--- config.mk ---
export PLATFORM = sky130hd
export DESIGN_NAME = ccrf_core
export DESIGN_NICKNAME = d
export VERILOG_FILES = /design/src/core/ccrf_pkg.sv /design/src/core/ccrf_core.sv /design/src/core/ccrf_alu.sv
export VERILOG_INCLUDE_DIRS = /design/src /design/src/core
export SDC_FILE = /design/constraint.sdc
export NUM_CORES = 1
export LEC_CHECK = 0
export BUFFER_PORTS_ARGS = -buffer_cell sky130_fd_sc_hd__buf_4
export CAP_MARGIN = 20
export CORE_ASPECT_RATIO = 0.7
export CORE_UTILIZATION = 35
export DETAILED_ROUTE_END_ITERATION = 10
export PLACE_DENSITY_LB_ADDON = 0.05
export SLEW_MARGIN = 20
export SYNTH_ARGS = -nofsm -noshare
export SYNTH_HDL_FRONTEND = slang
export SYNTH_SLANG_ARGS = --single-unit
--- constraint.sdc ---
create_clock -name ref_clk_i -period 3.8 [get_ports ref_clk_i]
set_clock_uncertainty 0.05 [all_clocks]
set_input_delay 0.57 -clock ref_clk_i [delete_from_list [all_inputs] [get_ports ref_clk_i]]
set_output_delay 0.57 -clock ref_clk_i [all_outputs]
set_load 0.1 [all_outputs]
--- src/core/ccrf_cfg.svh ---
`ifndef CCRF_CFG_SVH
`define CCRF_CFG_SVH

// ==========================================
// Software port register indexes
`define CCRF_OFF_PC 4'h0
`define CCRF_OFF_ACC 4'h1
`define CCRF_OFF_TMP 4'h2
`define CCRF_OFF_INDEX 4'h3
`define CCRF_OFF_XPTR 4'h4
`define CCRF_OFF_SP 4'h5
`define CCRF_OFF_PSW 4'h6

// ==========================================
// Reset values
`define CCRF_RST_PC 16'h0000
`define CCRF_RST_WORD 16'h0000
`define CCRF_RST_SP 16'h0000
`define CCRF_RST_PSW 16'h0000

// ==========================================
// Memory map and stepping
`define CCRF_BANK_BASE 16'h0100
`define CCRF_IO_TOP 16'h007F
`define CCRF_PROG_BASE 16'h8000
`define CCRF_SP_STEP 16'h0001
`define CCRF_MASK_NONE 2'h3
`endif

--- src/core/ccrf_pkg.sv ---
// ==========================================
// Shared types of the register and flag block
package ccrf_pkg;
	// Operations driven by the sequencer
	typedef enum logic [3:0] {
		CCRF_OP_NONE = 4'h0,
		CCRF_OP_ADD = 4'h1,
		CCRF_OP_ADDC = 4'h2,
		CCRF_OP_SUB = 4'h3,
		CCRF_OP_SUBC = 4'h4,
		CCRF_OP_CMP = 4'h5,
		CCRF_OP_AND = 4'h6,
		CCRF_OP_OR = 4'h7,
		CCRF_OP_XOR = 4'h8,
		CCRF_OP_ROLC = 4'h9,
		CCRF_OP_RORC = 4'hA
	} ccrf_op_e;
	// Register selector, equal to the software index
	typedef enum logic [2:0] {
		CCRF_SEL_PC = 3'h0,
		CCRF_SEL_ACC = 3'h1,
		CCRF_SEL_TMP = 3'h2,
		CCRF_SEL_INDEX = 3'h3,
		CCRF_SEL_XPTR = 3'h4,
		CCRF_SEL_SP = 3'h5,
		CCRF_SEL_PSW = 3'h6
	} ccrf_sel_e;
	// Area of the address space
	typedef enum logic [1:0] {
		CCRF_AREA_IO = 2'h0,
		CCRF_AREA_DATA = 2'h1,
		CCRF_AREA_PROG = 2'h2
	} ccrf_area_e;
	// Condition code byte, bit 7 down to bit 0
	typedef struct packed {logic h; logic ie; logic [1:0] mask; logic n; logic z; logic v; logic c;} ccrf_cc_s;
	// Status word: bank select pointer above the condition code byte
	typedef struct packed {logic [7:0] bank; ccrf_cc_s cc;} ccrf_psw_s;
	typedef struct packed {logic go; ccrf_op_e op; logic word;} ccrf_alu_req_s;
	typedef struct packed {logic we; ccrf_sel_e sel; logic [15:0] data;} ccrf_wr_s;
	typedef struct packed {logic req; logic [1:0] lvl;} ccrf_irq_s;
endpackage

--- src/core/ccrf_core.sv ---
// Our own choices: the placing of the registers and the strobed register port.
`timescale 1ns/10ps
`include "ccrf_cfg.svh"
// ==========================================
// Dedicated registers, status word and interrupt gate
module ccrf_core
	import ccrf_pkg::*;
#(
	parameter logic [15:0] IO_TOP = `CCRF_IO_TOP,
	parameter logic [15:0] PROG_BASE = `CCRF_PROG_BASE,
	parameter logic [15:0] BANK_BASE = `CCRF_BANK_BASE
)(
	// Clock and reset
	input wire logic ref_clk_i,
	input wire logic rst_b_i,
	// Software register port
	input wire logic [3:0] sw_addr_i,
	input wire logic [15:0] sw_wdata_i,
	input wire logic sw_wr_i,
	input wire logic sw_rd_i,
	output logic [15:0] sw_rdata_o,
	// Sequencer controls
	input wire ccrf_wr_s seq_wr_i,
	input wire ccrf_alu_req_s alu_req_i,
	input wire logic pc_inc_i,
	input wire logic sp_push_i,
	input wire logic sp_pop_i,
	// Address helpers
	input wire logic gpr_req_i,
	input wire logic [2:0] gpr_num_i,
	input wire logic [7:0] disp_i,
	// Interrupt gate
	input wire ccrf_irq_s irq_i,
	output logic irq_take_o,
	// Register contents
	output logic [15:0] ip_o,
	output logic [15:0] acc_o,
	output logic [15:0] tmp_o,
	output logic [15:0] index_reg_o,
	output logic [15:0] extra_mem_pointer_o,
	output logic [15:0] stack_top_pointer_o,
	output ccrf_psw_s psw_o,
	// Formed addresses
	output logic [15:0] ea_index_o,
	output logic [15:0] gpr_addr_o,
	output ccrf_area_e fetch_area_o
);
	// ==========================================
	// Helper functions

	// A register is written by the sequencer or by software this cycle
	function automatic logic hit(input ccrf_wr_s w, input logic swe, input logic [3:0] a, input ccrf_sel_e s);
		hit = (w.we && (w.sel == s)) || (swe && (a == {1'b0, s}));
	endfunction

	// Sequencer data wins over software data on a shared cycle
	function automatic logic [15:0] wval(input ccrf_wr_s w, input logic [15:0] swd, input ccrf_sel_e s);
		wval = (w.we && (w.sel == s)) ? w.data : swd;
	endfunction

	// Area of an address in the single 64 KB space
	function automatic ccrf_area_e area_of(input logic [15:0] a);
		if (a <= IO_TOP) begin
			area_of = CCRF_AREA_IO;
		end else if (a < PROG_BASE) begin
			area_of = CCRF_AREA_DATA;
		end else begin
			area_of = CCRF_AREA_PROG;
		end
	endfunction

	// ==========================================
	// Storage

	logic [15:0] pc_r; // Instruction pointer
	logic [15:0] acc_r; // Accumulator
	logic [15:0] tmp_r; // Temporary accumulator
	logic [15:0] index_r; // Index register
	logic [15:0] xptr_r; // Extra memory pointer
	logic [15:0] sp_r; // Stack top pointer
	logic [7:0] bank_r; // Bank select pointer
	ccrf_cc_s cc_r; // Condition code byte
	logic [15:0] rdata_r; // Read data, one cycle after the strobe
	logic [15:0] ea_index_r; // Indexed operand address
	logic [15:0] gpr_addr_r; // Banked register address
	ccrf_area_e area_r; // Area of the fetch address
	logic [15:0] alu_res; // Result from the arithmetic unit
	ccrf_cc_s alu_cc; // Flags from the arithmetic unit
	logic alu_wr; // Operation writes the accumulator
	logic [15:0] disp_ext; // Sign-extended displacement
	logic psw_hit; // Status word written by a port this cycle

	assign disp_ext = {{8{disp_i[7]}}, disp_i};
	assign psw_hit = hit(seq_wr_i, sw_wr_i, sw_addr_i, CCRF_SEL_PSW);

	// ==========================================
	// Arithmetic unit

	ccrf_alu u_alu (
		.op_i(alu_req_i.go ? alu_req_i.op : CCRF_OP_NONE),
		.word_i(alu_req_i.word),
		.acc_i(acc_r),
		.tmp_i(tmp_r),
		.cc_i(cc_r),
		.res_o(alu_res),
		.cc_o(alu_cc),
		.wr_acc_o(alu_wr)
	);

	// ==========================================
	// Instruction pointer

	// Loads win over the fetch step so a jump is never lost
	always_ff @(posedge ref_clk_i or negedge rst_b_i) begin
		if (!rst_b_i) begin
			pc_r <= `CCRF_RST_PC;
		end else if (hit(seq_wr_i, sw_wr_i, sw_addr_i, CCRF_SEL_PC)) begin
			pc_r <= wval(seq_wr_i, sw_wdata_i, CCRF_SEL_PC);
		end else if (pc_inc_i) begin
			pc_r <= pc_r + 16'h0001;
		end
	end

	// Area the fetch address falls in, one cycle behind the pointer
	always_ff @(posedge ref_clk_i or negedge rst_b_i) begin
		if (!rst_b_i) begin
			area_r <= CCRF_AREA_IO;
		end else begin
			area_r <= area_of(pc_r);
		end
	end

	// ==========================================
	// Accumulator and temporary accumulator

	// An operation result beats any port write in the same cycle
	always_ff @(posedge ref_clk_i or negedge rst_b_i) begin
		if (!rst_b_i) begin
			acc_r <= `CCRF_RST_WORD;
		end else if (alu_req_i.go && alu_wr) begin
			acc_r <= alu_res;
		end else if (hit(seq_wr_i, sw_wr_i, sw_addr_i, CCRF_SEL_ACC)) begin
			acc_r <= wval(seq_wr_i, sw_wdata_i, CCRF_SEL_ACC);
		end
	end

	// Second operand, written only by the ports
	always_ff @(posedge ref_clk_i or negedge rst_b_i) begin
		if (!rst_b_i) begin
			tmp_r <= `CCRF_RST_WORD;
		end else if (hit(seq_wr_i, sw_wr_i, sw_addr_i, CCRF_SEL_TMP)) begin
			tmp_r <= wval(seq_wr_i, sw_wdata_i, CCRF_SEL_TMP);
		end
	end

	// ==========================================
	// Index register and extra pointer

	// Index register holds the base for indexed operands
	always_ff @(posedge ref_clk_i or negedge rst_b_i) begin
		if (!rst_b_i) begin
			index_r <= `CCRF_RST_WORD;
		end else if (hit(seq_wr_i, sw_wr_i, sw_addr_i, CCRF_SEL_INDEX)) begin
			index_r <= wval(seq_wr_i, sw_wdata_i, CCRF_SEL_INDEX);
		end
	end

	// Indexed address formed every cycle; wraps within 64 KB
	always_ff @(posedge ref_clk_i or negedge rst_b_i) begin
		if (!rst_b_i) begin
			ea_index_r <= `CCRF_RST_WORD;
		end else begin
			ea_index_r <= index_r + disp_ext;
		end
	end

	// Extra pointer reaches any of the 64 KB
	always_ff @(posedge ref_clk_i or negedge rst_b_i) begin
		if (!rst_b_i) begin
			xptr_r <= `CCRF_RST_WORD;
		end else if (hit(seq_wr_i, sw_wr_i, sw_addr_i, CCRF_SEL_XPTR)) begin
			xptr_r <= wval(seq_wr_i, sw_wdata_i, CCRF_SEL_XPTR);
		end
	end

	// ==========================================
	// Stack pointer

	// Push moves down, pop moves up; a load beats both
	always_ff @(posedge ref_clk_i or negedge rst_b_i) begin
		if (!rst_b_i) begin
			sp_r <= `CCRF_RST_SP;
		end else if (hit(seq_wr_i, sw_wr_i, sw_addr_i, CCRF_SEL_SP)) begin
			sp_r <= wval(seq_wr_i, sw_wdata_i, CCRF_SEL_SP);
		end else if (sp_push_i) begin
			sp_r <= sp_r - `CCRF_SP_STEP;
		end else if (sp_pop_i) begin
			sp_r <= sp_r + `CCRF_SP_STEP;
		end
	end

	// ==========================================
	// Status word

	// Upper byte: bank select pointer
	always_ff @(posedge ref_clk_i or negedge rst_b_i) begin
		if (!rst_b_i) begin
			bank_r <= 8'(`CCRF_RST_PSW >> 8);
		end else if (psw_hit) begin
			bank_r <= 8'(wval(seq_wr_i, sw_wdata_i, CCRF_SEL_PSW) >> 8);
		end
	end

	// Lower byte: flags; hardware results win over port writes
	always_ff @(posedge ref_clk_i or negedge rst_b_i) begin
		if (!rst_b_i) begin
			cc_r <= ccrf_cc_s'(8'(`CCRF_RST_PSW));
		end else if (alu_req_i.go && (alu_req_i.op != CCRF_OP_NONE)) begin
			cc_r <= alu_cc;
		end else if (psw_hit) begin
			cc_r <= ccrf_cc_s'(8'(wval(seq_wr_i, sw_wdata_i, CCRF_SEL_PSW)));
		end
	end

	// ==========================================
	// Interrupt gate

	// Lower request code is higher priority; the all-ones mask admits none
	always_comb begin
		irq_take_o = irq_i.req && cc_r.ie && (irq_i.lvl < cc_r.mask) && (cc_r.mask != `CCRF_MASK_NONE);
	end

	// ==========================================
	// Banked register address

	// Eight bytes per bank; only 5 pointer bits reach the 32 banks
	always_ff @(posedge ref_clk_i or negedge rst_b_i) begin
		if (!rst_b_i) begin
			gpr_addr_r <= `CCRF_BANK_BASE;
		end else if (gpr_req_i) begin
			gpr_addr_r <= BANK_BASE + {8'h00, bank_r[4:0], gpr_num_i};
		end
	end

	// ==========================================
	// Software read port

	// Data stands only in the cycle after the strobe; unmapped reads zero
	always_ff @(posedge ref_clk_i or negedge rst_b_i) begin
		if (!rst_b_i) begin
			rdata_r <= 16'h0000;
		end else if (sw_rd_i) begin
			case (sw_addr_i)
				`CCRF_OFF_PC: rdata_r <= pc_r;
				`CCRF_OFF_ACC: rdata_r <= acc_r;
				`CCRF_OFF_TMP: rdata_r <= tmp_r;
				`CCRF_OFF_INDEX: rdata_r <= index_r;
				`CCRF_OFF_XPTR: rdata_r <= xptr_r;
				`CCRF_OFF_SP: rdata_r <= sp_r;
				`CCRF_OFF_PSW: rdata_r <= {bank_r, cc_r};
				default: rdata_r <= 16'h0000;
			endcase
		end else begin
			rdata_r <= 16'h0000;
		end
	end

	// ==========================================
	// Outputs, all from flip-flops except the interrupt handshake

	assign sw_rdata_o = rdata_r;
	assign ip_o = pc_r;
	assign acc_o = acc_r;
	assign tmp_o = tmp_r;
	assign index_reg_o = index_r;
	assign extra_mem_pointer_o = xptr_r;
	assign stack_top_pointer_o = sp_r;
	assign psw_o = {bank_r, cc_r};
	assign ea_index_o = ea_index_r;
	assign gpr_addr_o = gpr_addr_r;
	assign fetch_area_o = area_r;
endmodule

--- src/core/ccrf_alu.sv ---
`timescale 1ns/10ps
// ==========================================
// Arithmetic and condition-code unit
module ccrf_alu
	import ccrf_pkg::*;
(
	// Operation
	input wire ccrf_op_e op_i,
	input wire logic word_i,
	// Operands and incoming flags
	input wire logic [15:0] acc_i,
	input wire logic [15:0] tmp_i,
	input wire ccrf_cc_s cc_i,
	// Results
	output logic [15:0] res_o,
	output ccrf_cc_s cc_o,
	output logic wr_acc_o
);
	// Shared adder; subtraction arrives as inverted operand plus carry
	function automatic logic [16:0] add17(input logic [15:0] x, input logic [15:0] y, input logic ci);
		add17 = {1'b0, x} + {1'b0, y} + {16'h0000, ci};
	endfunction
	// Byte operations keep the upper accumulator byte untouched
	function automatic logic [15:0] merge(input logic w, input logic [15:0] a, input logic [15:0] v);
		merge = w ? v : {a[15:8], v[7:0]};
	endfunction

	logic sub_op; // Subtract-type operation
	logic arith; // Adder result selected
	logic cin; // Adder carry in
	logic msb_a; // Sign of first operand
	logic msb_b; // Sign of effective second operand
	logic msb_r; // Sign of result
	logic [15:0] ab; // Width-masked accumulator
	logic [15:0] bb; // Width-masked temporary, inverted for subtract
	logic [15:0] lg; // Logic or shift result
	logic [16:0] sum; // Full sum
	logic [16:0] half; // Low nibble sum

	// Result and flags for one operation
	always_comb begin
		sub_op = (op_i == CCRF_OP_SUB) || (op_i == CCRF_OP_SUBC) || (op_i == CCRF_OP_CMP);
		arith = sub_op || (op_i == CCRF_OP_ADD) || (op_i == CCRF_OP_ADDC);
		case (op_i)
			CCRF_OP_ADDC: cin = cc_i.c;
			CCRF_OP_SUB, CCRF_OP_CMP: cin = 1'b1;
			CCRF_OP_SUBC: cin = ~cc_i.c;
			default: cin = 1'b0;
		endcase
		ab = word_i ? acc_i : {8'h00, acc_i[7:0]};
		bb = word_i ? tmp_i : {8'h00, tmp_i[7:0]};
		if (sub_op) begin
			bb = word_i ? ~tmp_i : {8'h00, ~tmp_i[7:0]};
		end
		sum = add17(ab, bb, cin);
		half = add17({12'h000, ab[3:0]}, {12'h000, bb[3:0]}, cin);
		msb_a = word_i ? ab[15] : ab[7];
		msb_b = word_i ? bb[15] : bb[7];
		cc_o = cc_i;
		case (op_i)
			CCRF_OP_AND: lg = acc_i & tmp_i;
			CCRF_OP_OR: lg = acc_i | tmp_i;
			CCRF_OP_XOR: lg = acc_i ^ tmp_i;
			CCRF_OP_ROLC: lg = word_i ? {acc_i[14:0], cc_i.c} : {8'h00, acc_i[6:0], cc_i.c};
			CCRF_OP_RORC: lg = word_i ? {cc_i.c, acc_i[15:1]} : {8'h00, cc_i.c, acc_i[7:1]};
			default: lg = sum[15:0];
		endcase
		res_o = merge(word_i, acc_i, lg);
		wr_acc_o = (op_i != CCRF_OP_NONE) && (op_i != CCRF_OP_CMP);
		msb_r = word_i ? res_o[15] : res_o[7];
		if (op_i != CCRF_OP_NONE) begin
			cc_o.n = msb_r;
			cc_o.z = word_i ? (res_o == 16'h0000) : (res_o[7:0] == 8'h00);
		end
		if (arith) begin
			cc_o.h = half[4] ^ sub_op;
			cc_o.c = (word_i ? sum[16] : sum[8]) ^ sub_op;
			cc_o.v = (msb_a == msb_b) && (msb_r != msb_a);
		end else if ((op_i == CCRF_OP_AND) || (op_i == CCRF_OP_OR) || (op_i == CCRF_OP_XOR)) begin
			cc_o.v = 1'b0;
		end else if (op_i == CCRF_OP_ROLC) begin
			cc_o.c = word_i ? acc_i[15] : acc_i[7];
		end else if (op_i == CCRF_OP_RORC) begin
			cc_o.c = acc_i[0];
		end
	end
endmodule

==> impl_metrics.env, run 1 <==
export IMPL_viasPerCell=5.58
export IMPL_die_y_um=153
export IMPL_cp_slowest_stage_delay_ns=0.54
export IMPL_clkSinkCount=154
export IMPL_register_area_um2=3850
export IMPL_max_freq_ghz=0.247
export IMPL_synth_edf_count=0
export IMPL_crit_type="primary input to register"
export IMPL_drtIter0Drc=990
export IMPL_status="complete, but fails checks"
export IMPL_hpwl_um=35600
export IMPL_fillerInstances=3149
export IMPL_startpoint_type="primary input"
export IMPL_yosysTopAreaCell="dfrtp_1"
export IMPL_cts_made_buffers=17
export IMPL_final_cells=2039
export IMPL_synth_async_sr_flop_share_pct=100
export IMPL_multi_input_area_um2=7180
export IMPL_gr_total_overflow=0
export IMPL_pin_count=231
export IMPL_holdBufCountCts=0
export IMPL_grt_max_degree=83
export IMPL_grt_pass1_vias=10600
export IMPL_violations="negative setup slack"
export IMPL_cp_slowest_cell="or4_1"
export IMPL_synth_seq_cells=154
export IMPL_peakVddDrop_uv=872
export IMPL_p_per_area_nw_per_um2=821
export IMPL_synth_area_leaders="dfrtp_1 34%, ha_1 8.5%, mux2i_1 6.9%"
export IMPL_rows=54
export IMPL_antenna_found_initial=0
export IMPL_drc=0
export IMPL_setup_viol=1
export IMPL_grt_most_used_layer="met1"
export IMPL_place_congestion=0.891
export IMPL_dp_cells=2002
export IMPL_nets=1756
export IMPL_syn_avg_cell_area_um2=8.60
export IMPL_drive_gt1_share_pct=26.4
export IMPL_clk_path_buf_depth=2
export IMPL_finalHoldViolCount=0
export IMPL_cts_tree="yes"
export IMPL_use_met3_pct=4.24
export IMPL_maxSlewViolCount=0
export IMPL_drtPass1Iterations=5
export IMPL_htree_levels=4
export IMPL_path_clk_slew_ns=0.06
export IMPL_met2_usage_pct=39.1
export IMPL_slew_headroom_pct=22.0
export IMPL_avgRoutedWirePerCell_um=22.5
export IMPL_drt_wl_total_um=45800
export IMPL_finalSetupTns_ns=-0.245
export IMPL_root_buffer="clkbuf_16"
export IMPL_clock_latency_ns=0.45
export IMPL_finalCritPeriodShare_pct=106
export IMPL_diodes=0
export IMPL_syn_cell_area_um2=11400
export IMPL_ys_types=70
export IMPL_vias=11400
export IMPL_numPortBuffers=222
export IMPL_coreArea_um2=31600
export IMPL_initial_core_util_pct=36.2
export IMPL_grt_use_total_pct=27.4
export IMPL_maxCapViolations=0
export IMPL_reg2reg_setup_slack_ns=-0.23
export IMPL_dieArea_um2=33400
export IMPL_final_setup_worst_slack_ns=-0.245
export IMPL_area_growth_pct=31.4
export IMPL_crit_path_start="alu_req_i[1]"
export IMPL_synth_warnings=0
export IMPL_critPathCaptureType="register"
export IMPL_die_w_um=218
export IMPL_min_path_type="primary input to async pin"
export IMPL_rsz0062_at_grt="yes"
export IMPL_final_antenna_net_count=0
export IMPL_critical_path_top_delay_family="simple AND/OR/NAND/NOR gates"
export IMPL_pre_cts_ws_ns=-0.693
export IMPL_min_period_ns=4.05
export IMPL_r2r_start="psw_o[0]$_DFFE_PN0P_"
export IMPL_utilization_pct=47.5
export IMPL_synth_ff_type="dfrtp_1"
export IMPL_cp_arrival_ns=4.35
export IMPL_path_buf_inv=3
export IMPL_cp_cell_sequence="buf_4, inv_1, nor2_4, nand2_1, a21oi_4, xnor2_2, fa_2, inv_2, fa_2, a21oi_4, o211ai_1, a21oi_1, xor2_1, o211ai_1, nor4_2, nand3_1, or4_1, or4_1, o31ai_1"
export IMPL_tightest_slew_ns=1.16
export IMPL_synth_seq_area_share_pct=33.7
export IMPL_netlist_instances=1329
export IMPL_grt_pass1_wl_um=68500
export IMPL_synth_top_cell_area_share_pct=33.7
export IMPL_power_leakage_uw=0.00703
export IMPL_crit_required_ns=4.10
export IMPL_grtUsageMet1_pct=42.5
export IMPL_cp_max_fo=3
state kept, by name, indices dropped and copies added (netlist names):
| signal | count |
|---|---|
| acc_o | 16 |
| ea_index_o | 16 |
| extra_mem_pointer_o | 16 |
| index_reg_o | 16 |
| ip_o | 16 |
| stack_top_pointer_o | 16 |
| sw_rdata_o | 16 |
| tmp_o | 16 |
| bank_r | 8 |
| gpr_addr_o | 8 |
| psw_o | 8 |
| fetch_area_o | 2 |
per-layer routing:
layer  vias to the layer above  wire (um)
li1                       5383          -
met1                      5518      23000
met2                       442      19200
met3                        39       3030
met4                         0        604
met5                         -          0
cells in the mapped netlist (all sizes together) (4+ instances only):
| cell type | count |
|---|---|
| dfrtp | 154 |
| o21ai | 136 |
| a22o | 5 |
| nand4b | 4 |
| a221o | 4 |
| ha | 78 |
| o21a | 6 |
| nor3 | 23 |
| a221oi | 5 |
| clkbuf | 63 |
| nor2 | 91 |
| a21boi | 4 |
| nand3 | 27 |
| xnor2 | 38 |
| and3 | 9 |
| and2 | 7 |
| a222oi | 21 |
| buf | 23 |
| inv | 58 |
| nor2b | 10 |
| nor4 | 7 |
| nand2b | 10 |
| or3 | 7 |
| nand2 | 159 |
| o221ai | 5 |
| fa | 4 |
| mux2i | 79 |
| o211ai | 24 |
| a22oi | 41 |
| xor2 | 24 |
| a31oi | 22 |
| mux2 | 17 |
| o31ai | 7 |
| a21o | 11 |
| a211oi | 9 |
| a21oi | 86 |
| nand3b | 7 |
per-stage QoR:
| step | hold slack, ns | power, uW | area [um^2] |
|---|---|---|---|
| 2_1_floorplan | 0.224 | 8150 | 11500 |
| 3_3_place_gp | 0.444 | 10300 | 14300 |
| 3_5_place_dp | 0.447 | 10400 | 14300 |
| 4_1_cts | 0.153 | 12300 | 15000 |
| 5_1_grt | 0.162 | 12900 | 15000 |
| 6_report | 0.106 | 12300 | 15000 |
area by class of cell:
class	instances	share of cell area (%)
Multi-Input combinational cell	1037	47.8
Sequential cell	154	25.6
Tap cell	420	3.50
Clock inverter	13	1.32
Clock buffer	19	2.95
Timing Repair Buffer	338	17.4
Inverter	58	1.45
placed cells by master (no fill, tap or decap), drive strengths merged, types with 23 or more instances in the layout:
master,n
nor3,23
dfrtp,154
buf,338
xor2,24
nor2,91
ha,78
a21oi,86
o211ai,24
mux2i,79
nand2,159
inv,58
o21ai,136
nand3,27
xnor2,38
a22oi,41
kinds of logic (layout without fill, tap and decap cells):
logic type | Yosys count | count (layout) | synth area share (%)
DFF | 154 | 154 | 33.7
other | 2 | 8 | 0.0657
AOI/OAI and AO/OA | 414 | 414 | 23.3
muxes | 96 | 96 | 8.59
and+or+nand+nor | 375 | 375 | 15.2
xor gates and xnor gates | 62 | 62 | 4.75
adders and majority gates | 82 | 82 | 9.24
buffers and inverters | 144 | 428 | 5.18
power by group:
group	internal [uW]	switching, uW
clock network	1180	726
registers	2100	663
logic	2150	5520
total	5420	6910
worst paths after layout:
check,to,cells after the start
worst max-delay path,psw_o[2]$_DFFE_PN0P_,19
worst min-delay path,ea_index_o[11]$_DFF_PN0_,1
worst max register to register,psw_o[2]$_DFFE_PN0P_,16
worst min register to register,gpr_addr_o[6]$_DFFE_PN0P_,1
max in group asynchronous,gpr_addr_o[3]$_DFFE_PN0P_,2
min in group ref_clk_i,ea_index_o[0]$_DFF_PN0_,2
timing repair:
action | in CTS | in global routing
gates resized for setup | 2 | 11
cloned | 0 | 0
setup buffers | 1 | 4
setup endpoints to repair | 2 | 5
pin swaps | 6 | 7
Note: power is estimated with default switching activity, not from simulation.
==> run 2: changes to the inputs <==
--- a/config.mk
+++ b/config.mk
@@ -8,8 +8,11 @@
 export LEC_CHECK = 0
 export BUFFER_PORTS_ARGS = -buffer_cell sky130_fd_sc_hd__buf_4
 export CAP_MARGIN = 20
+export CELL_PAD_IN_SITES_DETAIL_PLACEMENT = 1
+export CELL_PAD_IN_SITES_GLOBAL_PLACEMENT = 2
 export CORE_ASPECT_RATIO = 0.7
-export CORE_UTILIZATION = 35
+export CORE_UTILIZATION = 31
+export CTS_BUF_LIST = sky130_fd_sc_hd__clkbuf_2 sky130_fd_sc_hd__clkbuf_4 sky130_fd_sc_hd__clkbuf_8
 export DETAILED_ROUTE_END_ITERATION = 10
 export PLACE_DENSITY_LB_ADDON = 0.05
 export SLEW_MARGIN = 20
==> impl_metrics.env, run 2 (synthesis results as in run 1) <==
export IMPL_min_period_ns=4.17
export IMPL_dp_cells=2077
export IMPL_die_y_um=163
export IMPL_drt_wl_total_um=51900
export IMPL_cp_max_fo=2
export IMPL_rsz0062_at_grt="yes"
export IMPL_path_clk_slew_ns=0.09
export IMPL_cts_tree="yes"
export IMPL_drtIter0Drc=1038
export IMPL_crit_path_start="alu_req_i[1]"
export IMPL_clkSinkCount=154
export IMPL_coreArea_um2=36100
export IMPL_vias=11800
export IMPL_holdBufCountCts=0
export IMPL_pin_count=231
export IMPL_critPathCapture="psw_o[2]$_DFFE_PN0P_"
export IMPL_p_total_uw=12100
export IMPL_clk_path_buf_depth=2
export IMPL_die_w_um=232
export IMPL_peakVddDrop_uv=473
export IMPL_critPathCaptureType="register"
export IMPL_reg2reg_setup_slack_ns=-0.33
export IMPL_area_growth_pct=32.2
export IMPL_initial_core_util_pct=31.6
export IMPL_reg2reg_depth=17
export IMPL_hpwl_um=40200
export IMPL_grt_max_degree=63
export IMPL_r2r_end="psw_o[2]$_DFFE_PN0P_"
export IMPL_final_antenna_net_count=0
export IMPL_register_area_um2=3850
export IMPL_rows=58
export IMPL_grt_use_total_pct=27.4
export IMPL_min_path_type="primary input to async pin"
export IMPL_power_leakage_uw=0.00705
export IMPL_maxSlewViolCount=0
export IMPL_viasPerCell=5.57
export IMPL_r2r_start="psw_o[0]$_DFFE_PN0P_"
export IMPL_crit_type="primary input to register"
export IMPL_maxCapViolations=0
export IMPL_final_common_cell="buf_4"
export IMPL_crit_required_ns=4.14
export IMPL_tightest_slew_ns=1.09
export IMPL_mostFrequentLayoutCells="348 x buf_4, 159 x nand2_1, 154 x dfrtp_1"
export IMPL_max_freq_ghz=0.240
export IMPL_drtPass1Iterations=5
export IMPL_grt_pass1_vias=11600
export IMPL_nets=1774
export IMPL_fillerInstances=4233
export IMPL_drc=0
export IMPL_dieArea_um2=37700
export IMPL_dpl_cell_area_um2=14500
export IMPL_cts_made_buffers=17
export IMPL_setup_viol=1
export IMPL_antenna_found_initial=0
export IMPL_final_cells=2118
export IMPL_grt_pass1_wl_um=76700
export IMPL_final_setup_worst_slack_ns=-0.368
export IMPL_clock_latency_ns=0.50
export IMPL_status="complete, but fails checks"
export IMPL_startpoint_type="primary input"
export IMPL_root_buffer="clkbuf_8"
export IMPL_multi_input_area_um2=7250
export IMPL_gr_total_overflow=0
export IMPL_numPortBuffers=222
export IMPL_finalInstanceArea_um2=15100
export IMPL_violations="negative hold slack, negative setup slack"
export IMPL_p_per_area_nw_per_um2=798
export IMPL_drive_gt1_share_pct=27.9
export IMPL_worst_hold_slack_ns=-0.00249
export IMPL_slew_headroom_pct=26.9
export IMPL_avgRoutedWirePerCell_um=24.5
export IMPL_htree_levels=4
export IMPL_place_congestion=0.887
export IMPL_finalCritPeriodShare_pct=110
export IMPL_finalHoldViolCount=4
export IMPL_cp_arrival_ns=4.51
==> run 2: worst min path at each step <==
| stage | startpoint | endpoint | slack (ns) |
|---|---|---|---|
| after global placement | extra_mem_pointer_o[2]$_DFFE_PN0P_ | extra_mem_pointer_o[2]$_DFFE_PN0P_ | 0.44 |
| after CTS | rst_b_i | ea_index_o[6]$_DFF_PN0_ | 0.004 |
| final | rst_b_i | ea_index_o[6]$_DFF_PN0_ | -0.002 |
| after global routing | rst_b_i | ea_index_o[4]$_DFF_PN0_ | 0.02 |
| after detailed placement | gpr_addr_o[4]$_DFFE_PN0P_ | gpr_addr_o[4]$_DFFE_PN0P_ | 0.45 |
| after floorplan | rst_b_i | acc_o[0]$_DFFE_PN0P_ | 0.22 |
==> run 2: per-layer routing <==
layer  part of all wire (%)  GRT usage (%)
met5                      0              0
met4                    1.1           5.44
met3                    5.7           3.34
met2                     43           40.2
met1                     50           42.4
==> run 2: metrics by stage <==
step	utilization, %	TNS, ns	worst slack, ns	hold slack [ns]
floorplan	-	-0.580	-0.580	0.224
global placement	40.2	-2.77	-0.693	0.443
detailed placement	40.2	-3.33	-0.782	0.448
CTS	41.6	-0.300	-0.300	0.00367
global route	41.8	-0.671	-0.558	0.0230
finish	41.8	-0.368	-0.368	-0.00249
==> run 2: worst max-delay path: stages <==
cell and delay (ns):
buf_4 0.08, inv_1 0.06, nor2_4 0.12, nand2_1 0.09, a21oi_4 0.19, xnor2_2 0.14, fa_2 0.24, inv_2 0.04
fa_2 0.39, buf_6 0.14, a21oi_4 0.13, o211ai_1 0.11, a21oi_1 0.16, xor2_1 0.17, o211ai_1 0.16, nor4_2 0.42
nand3_1 0.19, or4_1 0.50, or4_1 0.41, o31ai_1 0.20
==> run 2: power by group <==
group	switching, uW	internal [uW]	total [uW]
Clock	686	776	1460
Combinational	5650	2210	7860
Sequential	645	2100	2740
==> run 2: area by class of cell <==
type                    count  area share [%]
diodes                      1          0.0166
clock buffers              26            2.24
clock inverters             6           0.712
inverters                  58            1.44
multi-input cells        1037            48.0
flip-flops and latches    154            25.5
well taps                 480            3.97
repair buffers            356            18.1
==> run 2: repair_timing <==
item | 4_1_cts | 5_1_grt
endpoints found under the setup margin | 2 | 5
pin swaps | 11 | 9
endpoints found under the hold margin | 0 | 0
resized for setup | 5 | 19
buffers inserted | 6 | 1
